<file path="src/logic_pkg.sv">
/*
  Shared constants for the logic function elements: time base, register
  offsets, field positions, reset values and comparator operator codes.
  Assumes a single 100 MHz clock and a 32-bit classic Wishbone register bus.
*/
`default_nettype none

package logic_pkg;

  // ----------------------------------------------------------------------
  // Time base
  // ----------------------------------------------------------------------
  localparam int unsigned CLOCK_HZ         = 100_000_000;
  localparam int unsigned MS_PER_SECOND    = 1000;
  localparam int unsigned LOGIC_CYCLE_MS   = 1;
  localparam int unsigned CYCLES_PER_MS    = CLOCK_HZ / MS_PER_SECOND * LOGIC_CYCLE_MS;
  localparam int unsigned EDGE_PULSE_MS    = 5;
  localparam int unsigned EDGE_PULSE_TICKS = EDGE_PULSE_MS / LOGIC_CYCLE_MS;

  // ----------------------------------------------------------------------
  // Sizes
  // ----------------------------------------------------------------------
  localparam int unsigned DELAY_SLOTS = 16;
  localparam int unsigned DELAY_MS_W  = 16;

  // ----------------------------------------------------------------------
  // Register byte offsets and fields
  // ----------------------------------------------------------------------
  localparam logic [7:0] TRIGGER_OFS    = 8'h00;
  localparam logic [7:0] COUNT_OFS      = 8'h04;
  localparam logic [7:0] CMP_OP_OFS     = 8'h08;
  localparam logic [7:0] CMP_VALUE_OFS  = 8'h0c;
  localparam logic [7:0] STATUS_OFS     = 8'h10;
  localparam logic [7:0] DELAY_EN_OFS   = 8'h14;
  localparam logic [1:0] DELAY_TIME_SEG = 2'h1;
  localparam int unsigned RISE_LSB         = 0;
  localparam int unsigned FALL_LSB         = 16;
  localparam int unsigned STATUS_DELAY_LSB = 16;

  // ----------------------------------------------------------------------
  // Reset values
  // ----------------------------------------------------------------------
  localparam logic [31:0] TRIGGER_RESET   = 32'h0000_0001;
  localparam logic [31:0] CMP_VALUE_RESET = 32'h0000_0000;

  // ----------------------------------------------------------------------
  // Comparator operators
  // ----------------------------------------------------------------------
  localparam logic [2:0] OP_EQ = 3'h0;
  localparam logic [2:0] OP_NE = 3'h1;
  localparam logic [2:0] OP_LT = 3'h2;
  localparam logic [2:0] OP_GT = 3'h3;
  localparam logic [2:0] OP_LE = 3'h4;
  localparam logic [2:0] OP_GE = 3'h5;

endpackage : logic_pkg

`default_nettype wire

</file>
<file path="src/delay_link_if.sv">
/*
  Link between the element engine and one delay element: logic-cycle tick,
  enable, input level, rise and fall times, and the delayed output.
  Assumes both ends run on the same clock.
*/
`timescale 1ns/1ns
`default_nettype none

interface delay_link_if;
  logic                              tick;
  logic                              enable;
  logic                              level;
  logic [logic_pkg::DELAY_MS_W-1:0]  riseMs;
  logic [logic_pkg::DELAY_MS_W-1:0]  fallMs;
  logic                              held;

  modport owner   (output tick, output enable, output level, output riseMs, output fallMs, input held);
  modport element (input tick, input enable, input level, input riseMs, input fallMs, output held);
endinterface : delay_link_if

`default_nettype wire

</file>
<file path="src/logic_function_elements.sv">
/*
  Logic function elements: pulse counter, sixteen on/off delays, edge
  pulse, latch with front-panel clear and analog comparator, with a
  classic Wishbone register slave.
  Assumes pins arrive asynchronously and the measurement changes slowly
  against the millisecond logic cycle.
*/
// Overview of operation
// RULE_01: Each rising count input adds one to the stored count.
// RULE_02: Counter output is high while count is at or above trigger.
// RULE_03: Counter reset input clears the stored count to zero.
// RULE_04: Each delay has separate rise and fall times in milliseconds.
// RULE_05: Output rises after input high for rise time, holds for fall time.
// RULE_06: At most sixteen delay elements run at once.
// RULE_07: Edge element emits one 5 ms pulse on the chosen transition.
// RULE_08: Polarity select high picks rising transitions of the source.
// RULE_09: Polarity select low picks falling transitions of the source.
// RULE_10: Longer pulses are made by cascading edge into a delay element.
// RULE_11: Latch sets on set input, back button clears, set dominates.
// RULE_12: Comparator output follows the chosen relation of measurement to value.
// RULE_13: Six operators: equal, not equal, less, greater, less-equal, greater-equal.
// RULE_14: Edge output stays low while the source input is steady.
// RULE_15: Input pulses shorter than the rise time never reach the output.
// RULE_16: All elements step once per logic cycle on a millisecond base.
`timescale 1ns/1ns
`default_nettype none

module logic_function_elements #(
  parameter int unsigned TICK_CYCLES = logic_pkg::CYCLES_PER_MS,
  parameter int unsigned DELAYS      = logic_pkg::DELAY_SLOTS
) (
  input  wire logic              clk,
  input  wire logic              resetn,
  input  wire logic              countPulseIn,
  input  wire logic              countReset,
  input  wire logic              edgeSource,
  input  wire logic              edgePolarity,
  input  wire logic              latchSet,
  input  wire logic              backButton,
  input  wire logic [31:0]       measurement,
  input  wire logic [DELAYS-1:0] delayIn,
  input  wire logic              wb_cyc_i,
  input  wire logic              wb_stb_i,
  input  wire logic              wb_we_i,
  input  wire logic [31:0]       wb_adr_i,
  input  wire logic [3:0]        wb_sel_i,
  input  wire logic [31:0]       wb_dat_i,
  output logic [31:0]            wb_dat_o,
  output logic                   wb_ack_o,
  output logic                   counterOut,
  output logic                   edgeOut,
  output logic                   latchOut,
  output logic                   compareOut,
  output logic [DELAYS-1:0]      delayOut
);

  // ----------------------------------------------------------------------
  // State
  // ----------------------------------------------------------------------
  localparam int PW = 38 + DELAYS;
  localparam int TW = $clog2(TICK_CYCLES + 1);
  localparam logic [TW-1:0] TICK_LAST  = TW'(TICK_CYCLES - 1);
  localparam logic [2:0]    EDGE_TICKS = 3'(logic_pkg::EDGE_PULSE_TICKS);

  typedef struct packed {
    logic [PW-1:0]            syncA;
    logic [PW-1:0]            syncB;
    logic [TW-1:0]            divCount;
    logic                     tick;
    logic                     countPrev;
    logic [31:0]              count;
    logic                     counterOut;
    logic                     edgePrev;
    logic [2:0]               pulseLeft;
    logic                     edgeOut;
    logic                     latchOut;
    logic                     compareOut;
    logic [31:0]              trig;
    logic [2:0]               cmpOp;
    logic [31:0]              cmpValue;
    logic [DELAYS-1:0]        delayEn;
    logic [DELAYS-1:0][31:0]  delayTime;
    logic                     ack;
    logic [31:0]              datO;
  } core_type;

  core_type s;
  core_type next_s;

  // Synchronised pin fields, read from the second stage only
  logic              cPulse;
  logic              cReset;
  logic              eSrc;
  logic              ePol;
  logic              lSet;
  logic              lBack;
  logic [31:0]       meas;
  logic [DELAYS-1:0] dIn;
  logic [DELAYS-1:0] dHeld;
  logic              edgeHit;
  logic              request;
  logic              mapped;
  logic [7:0]        ofs;

  assign {dIn, meas, cPulse, cReset, eSrc, ePol, lSet, lBack} = s.syncB;

  // Edge detection compares the current and previous logic-cycle samples
  // The previous sample moves only on ticks, so a steady input never fires
  assign edgeHit = ePol ? (eSrc && !s.edgePrev) : (!eSrc && s.edgePrev);  // RULE_14

  // Only the low byte picks a register; any upper bit set makes the access
  // unmapped, which is still acknowledged but reads zero
  assign request = wb_cyc_i && wb_stb_i;
  assign mapped  = (wb_adr_i[31:8] == 24'h0);
  assign ofs     = wb_adr_i[7:0];

  // ----------------------------------------------------------------------
  // Helpers
  // ----------------------------------------------------------------------
  // Six operators; the two spare codes never assert the output
  function automatic logic compare(input logic [2:0] op, input logic [31:0] a, input logic [31:0] b);
    unique case (op)
      logic_pkg::OP_EQ: compare = (a == b);  // RULE_13
      logic_pkg::OP_NE: compare = (a != b);
      logic_pkg::OP_LT: compare = ($signed(a) < $signed(b));
      logic_pkg::OP_GT: compare = ($signed(a) > $signed(b));
      logic_pkg::OP_LE: compare = ($signed(a) <= $signed(b));
      logic_pkg::OP_GE: compare = ($signed(a) >= $signed(b));
      default:          compare = 1'b0;
    endcase
  endfunction : compare

  // Byte-lane merge of a write under the select bits
  function automatic logic [31:0] merge(input logic [31:0] old, input logic [31:0] dat, input logic [3:0] sel);
    merge = old;
    for (int b = 0; b < 4; b++) begin
      if (sel[b]) begin
        merge[b*8 +: 8] = dat[b*8 +: 8];
      end
    end
  endfunction : merge

  // ----------------------------------------------------------------------
  // Next state
  // ----------------------------------------------------------------------
  always_comb begin
    next_s = s;

    // Two-stage synchronisers on every pin
    next_s.syncA = {delayIn, measurement, countPulseIn, countReset, edgeSource, edgePolarity, latchSet, backButton};
    next_s.syncB = s.syncA;

    // Millisecond logic-cycle divider; one registered tick steps every
    // element, so all of them share the same time base
    next_s.tick = 1'b0;
    if (s.divCount == TICK_LAST) begin
      next_s.divCount = '0;
      next_s.tick     = 1'b1;  // RULE_16
    end else begin
      next_s.divCount = s.divCount + TW'(1);
    end

    // Elements step only on the logic-cycle tick
    if (s.tick) begin
      // Saturating at all-ones keeps a stuck input from wrapping the count
      // Counter: reset wins over a count arriving in the same cycle
      if (cReset) begin
        next_s.count = '0;  // RULE_03
      end else if (cPulse && !s.countPrev && s.count != '1) begin
        next_s.count = s.count + 32'h1;  // RULE_01
      end
      next_s.countPrev  = cPulse;
      next_s.counterOut = (next_s.count >= s.trig);  // RULE_02

      // Edge pulse: a new edge during a pulse restarts it
      if (edgeHit) begin
        next_s.pulseLeft = EDGE_TICKS;  // RULE_07 RULE_08 RULE_09
      end else if (s.pulseLeft != 3'h0) begin
        next_s.pulseLeft = s.pulseLeft - 3'h1;
      end
      next_s.edgeOut  = (next_s.pulseLeft != 3'h0);
      next_s.edgePrev = eSrc;

      // Latch: a high set keeps the output up even with the button held
      next_s.latchOut = lSet || (s.latchOut && !lBack);  // RULE_11

      next_s.compareOut = compare(s.cmpOp, meas, s.cmpValue);  // RULE_12
    end

    // Classic Wishbone: ack one cycle after the request, dropped after one
    // Read data is captured when the request is taken and then held, so
    // the master takes it at the ack edge with no second decode
    next_s.ack = request && !s.ack;
    if (request && !s.ack) begin
      next_s.datO = 32'h0;
      if (mapped) begin
        unique case (ofs)
          logic_pkg::TRIGGER_OFS:   next_s.datO = s.trig;
          logic_pkg::COUNT_OFS:     next_s.datO = s.count;
          logic_pkg::CMP_OP_OFS:    next_s.datO = {29'h0, s.cmpOp};
          logic_pkg::CMP_VALUE_OFS: next_s.datO = s.cmpValue;
          logic_pkg::STATUS_OFS: begin
            next_s.datO = {28'h0, s.compareOut, s.latchOut, s.edgeOut, s.counterOut};
            next_s.datO[logic_pkg::STATUS_DELAY_LSB +: DELAYS] = dHeld;
          end
          logic_pkg::DELAY_EN_OFS:  next_s.datO[DELAYS-1:0] = s.delayEn;
          default: begin
            if (ofs[7:6] == logic_pkg::DELAY_TIME_SEG && 32'(ofs[5:2]) < DELAYS) begin
              next_s.datO = s.delayTime[ofs[5:2]];
            end
          end
        endcase
      end
    end

    // Writes land on the edge where the master samples ack
    // COUNT and STATUS have no write case, so writes to them are dropped
    if (request && s.ack && wb_we_i && mapped) begin
      unique case (ofs)
        logic_pkg::TRIGGER_OFS:   next_s.trig = merge(s.trig, wb_dat_i, wb_sel_i);
        logic_pkg::CMP_OP_OFS:    next_s.cmpOp = wb_sel_i[0] ? wb_dat_i[2:0] : s.cmpOp;
        logic_pkg::CMP_VALUE_OFS: next_s.cmpValue = merge(s.cmpValue, wb_dat_i, wb_sel_i);
        logic_pkg::DELAY_EN_OFS: begin
          next_s.delayEn = DELAYS'(merge(32'(s.delayEn), wb_dat_i, wb_sel_i));  // RULE_06
        end
        default: begin
          if (ofs[7:6] == logic_pkg::DELAY_TIME_SEG && 32'(ofs[5:2]) < DELAYS) begin
            next_s.delayTime[ofs[5:2]] = merge(s.delayTime[ofs[5:2]], wb_dat_i, wb_sel_i);
          end
        end
      endcase
    end
  end

  // ----------------------------------------------------------------------
  // State register
  // ----------------------------------------------------------------------
  always_ff @(posedge clk or negedge resetn) begin
    if (!resetn) begin
      s          <= '0;
      s.trig     <= logic_pkg::TRIGGER_RESET;
      s.cmpValue <= logic_pkg::CMP_VALUE_RESET;
    end else begin
      s <= next_s;
    end
  end

  // ----------------------------------------------------------------------
  // Delay elements
  // ----------------------------------------------------------------------
  // One element per slot; the slot count caps how many can be in use
  // Every slot shares the engine tick, so all delays count the same ms
  for (genvar i = 0; i < DELAYS; i++) begin : gen_delay
    delay_link_if link ();
    assign link.tick   = s.tick;  // RULE_16
    assign link.enable = s.delayEn[i];  // RULE_06
    assign link.level  = dIn[i];
    assign link.riseMs = s.delayTime[i][logic_pkg::RISE_LSB +: logic_pkg::DELAY_MS_W];
    assign link.fallMs = s.delayTime[i][logic_pkg::FALL_LSB +: logic_pkg::DELAY_MS_W];
    assign dHeld[i]    = link.held;

    delay_element u_delay (
      .clk    (clk),
      .resetn (resetn),
      .link   (link.element)
    );
  end

  // ----------------------------------------------------------------------
  // Outputs
  // ----------------------------------------------------------------------
  // All registered: core state here, the held bit inside each slot
  assign wb_dat_o   = s.datO;
  assign wb_ack_o   = s.ack;
  assign counterOut = s.counterOut;
  assign edgeOut    = s.edgeOut;
  assign latchOut   = s.latchOut;
  assign compareOut = s.compareOut;
  assign delayOut   = dHeld;
endmodule : logic_function_elements

`default_nettype wire

</file>
<file path="src/delay_element.sv">
/*
  One on/off delay element, stepped once per logic cycle.
  Assumes tick is a one-cycle pulse per millisecond and the level is
  already synchronised to clk.
*/
`timescale 1ns/1ns
`default_nettype none

module delay_element (
  input wire logic      clk,
  input wire logic      resetn,
  delay_link_if.element link
);

  typedef struct packed {
    logic                             held;
    logic [logic_pkg::DELAY_MS_W-1:0] elapsed;
  } delay_state_type;

  delay_state_type d;
  delay_state_type next_d;
  logic [logic_pkg::DELAY_MS_W-1:0] target;

  // ----------------------------------------------------------------------
  // Next state
  // ----------------------------------------------------------------------
  // Mismatch between input and output is timed; any return of the input
  // restarts the count, so short glitches never reach the output
  always_comb begin
    next_d = d;
    target = d.held ? link.fallMs : link.riseMs;  // RULE_04
    if (!link.enable) begin
      next_d = '0;
    end else if (link.tick) begin
      if (link.level == d.held) begin
        next_d.elapsed = '0;  // RULE_15
      end else if (target == '0 || d.elapsed == target - 16'h1) begin
        next_d.held    = link.level;  // RULE_05
        next_d.elapsed = '0;
      end else begin
        next_d.elapsed = d.elapsed + 16'h1;
      end
    end
  end

  always_ff @(posedge clk or negedge resetn) begin
    if (!resetn) begin
      d <= '0;
    end else begin
      d <= next_d;
    end
  end

  assign link.held = d.held;
endmodule : delay_element

`default_nettype wire

</file>
<file path="config.mk">
export PLATFORM = sky130hd
export DESIGN_NAME = logic_function_elements
export DESIGN_NICKNAME = d
export VERILOG_FILES = /design/src/logic_pkg.sv /design/src/delay_link_if.sv /design/src/logic_function_elements.sv /design/src/delay_element.sv
export SDC_FILE = /design/constraint.sdc
export NUM_CORES = 2
export LEC_CHECK = 0
export BUFFER_PORTS_ARGS = -buffer_cell sky130_fd_sc_hd__buf_4
export CAP_MARGIN = 20
export CORE_ASPECT_RATIO = 0.8
export CORE_MARGIN = 2
export CORE_UTILIZATION = 50
export CTS_CLUSTER_DIAMETER = 150
export DETAILED_ROUTE_END_ITERATION = 8
export GPL_TIMING_DRIVEN = 0
export PLACE_DENSITY = 0.69
export SLEW_MARGIN = 20
export SYNTH_ARGS = -nofsm -noshare
export SYNTH_HDL_FRONTEND = slang
export SYNTH_SLANG_ARGS = --single-unit
</file>
<file path="constraint.sdc">
create_clock -name clk -period 4.42 [get_ports clk]
set_clock_uncertainty 0.2 [all_clocks]
set_input_delay 0 -clock clk [delete_from_list [all_inputs] [get_ports clk]]
set_output_delay 0 -clock clk [all_outputs]
set_load 0.1 [all_outputs]
</file>
==> impl_metrics.json <==
{
  "dp.cells": 8956,
  "synth_cell_type_count": 87,
  "gp_congestion": 1.05,
  "power.density_nw_per_um2": 277,
  "grt_remaining_overflow": 0,
  "wl_per_cell_um": 28.3,
  "final_cell_mix": "1030 x dfrtp_1, 988 x nand2_1, 646 x o21ai_0",
  "ys_warn_count": 0,
  "coreArea_um2": 130000,
  "required_ns": 4.78,
  "mostFrequentLayoutCell": "dfrtp_1",
  "vias": 62100,
  "drc_errors": 0,
  "rows": 118,
  "multi_input_area_um2": 36400,
  "postRouteAntennaNets": 0,
  "synth_area_leaders": "dfrtp_1 41%, nand2_1 5.7%, mux4_2 5.6%",
  "drtIter0Drc": 8793,
  "regArea_um2": 26700,
  "firstDrtPassIters": 6,
  "cts_sinks": 1067,
  "die_y_um": 328,
  "relSlewSlack_pct": 11.9,
  "avgSynthCellArea_um2": 9.33,
  "async_flop_share_pct": 100,
  "worst-path-max-fanout": 10,
  "h-tree-depth": 3,
  "finalHoldViolCount": 0,
  "grt_max_degree": 151,
  "clockRootBuffer": "clkbuf_16",
  "crit_type": "primary input to flop",
  "min_period_ns": 4.65,
  "synth_fp_nets": 7263,
  "setup_viol": 70,
  "num-fill-cells": 11300,
  "fin_cells": 9383,
  "syn2layout_area_growth_pct": 16.2,
  "clk_pin_slew_ns": 0.07,
  "track_usage_pct": 38.8,
  "synth-main-ff-cell": "dfrtp_1",
  "hp-class": "primary input to flop",
  "synth-edff-count": 0,
  "dieArea_um2": 134000,
  "seq_area_frac_synth_pct": 40.8,
  "grt_pass1_vias": 56700,
  "vdd_drop_max_mv": 0.322,
  "cts-buffers-inserted": 110,
  "violations": "setup timing",
  "crit_arrival_ns": 5.01,
  "port-buffer-count": 173,
  "cts_max_path_buffers": 3,
  "antenna_found_initial": 19,
  "finalNetCount": 7784,
  "yosys.area.top_type": "dfrtp_1",
  "initial_utilization_pct": 50.5,
  "synth_top_area_share_pct": 40.7,
  "pin_count": 180,
  "routed_wl_mm": 265,
  "clkLatencyLatePin_ns": 0.77,
  "ys_ff_latch": 1067,
  "endpoint_kind": "flop",
  "tightest_slew_ns": 1.32,
  "grt_pass1_wl_mm": 386,
  "die_x_um": 409,
  "power.total_uw": 21100,
  "hpwl_mm": 199,
  "critPathLaunchType": "primary input",
  "cap_violations": 0,
  "synth_cells": 7019,
  "syn_area_um2": 65500,
  "final-max-slew-violation-count": 0,
  "leakage_uw": 0.0320,
  "worst_slack_ns": -0.234,
  "tritoncts": "done",
  "layout-drive-gt1-share_pct": 13.7,
  "fin_crit_sh_pct": 105,
  "via_per_inst": 6.62,
  "fmax_ghz": 0.215,
  "status": "finished, violations left"
}
[cell type report]
| class | count | area share [%] |
|---|---|---|
| Multi-Input combinational cell | 5285 | 47.8 |
| Sequential cell | 1067 | 35.2 |
| Clock inverter | 50 | 0.875 |
| Inverter | 162 | 0.799 |
| Clock buffer | 153 | 4.20 |
| Timing Repair Buffer | 439 | 5.32 |
| Buffer | 475 | 2.93 |
| Antenna cell | 12 | 0.0395 |
| Tap cell | 1740 | 2.86 |
[cells by family after synthesis]
| kind of cell | after synthesis | synth area share (%) |
|---|---|---|
| compound gates | 1498 | 14.5 |
| xor+xnor | 425 | 5.69 |
| mux | 576 | 12.1 |
| buf+inv | 667 | 4.21 |
| flops | 1067 | 40.8 |
| simple gates | 2669 | 20.4 |
| fa+ha+maj | 117 | 2.24 |
[worst paths after layout]
check | to | from | slack [ns] | cells after the start
worst max-delay path | gen_delay[7].link.riseMs[5] | wb_adr_i[3] | -0.23 | 8
worst min-delay path | gen_delay[8].link.riseMs[10] | wb_dat_i[10] | 0.05 | 4
worst max register to register | counterOut | s[659] | 0.08 | 16
worst min register to register | dIn[13] | next_s[738] | 0.15 | 0
max in group asynchronous | gen_delay[14].u_delay.link.held | resetn | 2.19 | 5
min in group asynchronous | lSet | resetn | 0.34 | 4
[cell usage after synthesis (36+ instances only)]
library cell,n
nor4_1,141
ha_1,117
mux2_2,108
o22ai_1,66
nor4b_1,48
inv_1,162
nor3b_1,68
o211ai_1,73
nor2_1,308
mux2i_1,305
nor3_1,244
xnor2_1,287
clkbuf_1,362
nand4_1,94
a22o_1,36
buf_2,53
buf_1,40
o21ai_0,647
nand3_1,283
or3_1,96
a21oi_1,150
nand2_1,989
or2_2,45
a31oi_1,37
xor2_1,138
mux4_2,163
dfrtp_1,1066
a21o_1,97
buf_4,49
a22oi_1,73
nor2b_1,45
and3_1,115
[flip-flops by register name, indices dropped and copies added (netlist names)]
name / count
cPulse: 1
cReset: 1
compareOut: 1
counterOut: 1
dIn: 16
ePol: 1
eSrc: 1
edgeOut: 1
gen_delay.link.enable: 16
gen_delay.link.fallMs: 256
gen_delay.link.riseMs: 256
gen_delay.link.tick: 1
gen_delay.u_delay.d: 256
gen_delay.u_delay.link.held: 16
lBack: 1
lSet: 1
latchOut: 1
meas: 32
next_s: 54
s: 121
wb_ack_o: 1
wb_dat_o: 32
[report_power, final]
part / total, uW / internal (uW) / leakage [uW] / switching [uW]
clock: 10100 / 5770 / 0.00188 / 4360
combinational: 1080 / 346 / 0.0156 / 738
sequential: 9840 / 9810 / 0.0146 / 29.0
total: 21100 / 15900 / 0.0320 / 5130
[per-layer routing]
metal  vias to the layer above  GRT usage (%)  wire length (um)
li1                      26700              -                 -
met1                     30700           56.4            110000
met2                      3992           51.0            103000
met3                       606           15.1             39800
met4                        12           15.8             13000
met5                         -              0               137
[worst max-delay path, stage by stage]
cell and delay, ns:
clkbuf_1 0.63, clkbuf_1 0.63, clkbuf_1 0.59, mux4_2 0.51, mux4_2 0.65, mux2i_4 0.69, clkbuf_1 1.02, o21ai_0 0.25
[per-stage QoR]
step / utilization (%) / setup slack, ns / TNS (ns) / cell area [um^2] / hold slack, ns
final: 58.7 / -0.234 / -4.49 / 76100 / 0.0533
after global routing: 58.7 / -0.0647 / -0.124 / 76100 / 0.0675
after detailed placement: 53.6 / -1.26 / -344.93 / 69500 / -0.172
after global placement: 53.2 / -9.84 / - / 69000 / -0.0904
after floorplan: - / 0.0394 / 0 / 65500 / -0.496
after CTS: 58.2 / 0.00319 / 0 / 75500 / 0.00869
[repair_timing]
action	CTS	global route
pin swaps	7	4
setup endpoints to repair	319	252
hold buffers	190	0
buffers inserted	12	39
resized for setup	95	94
endpoints found under the hold margin	893	0
No activity file was read; power rests on OpenSTA's default activity.
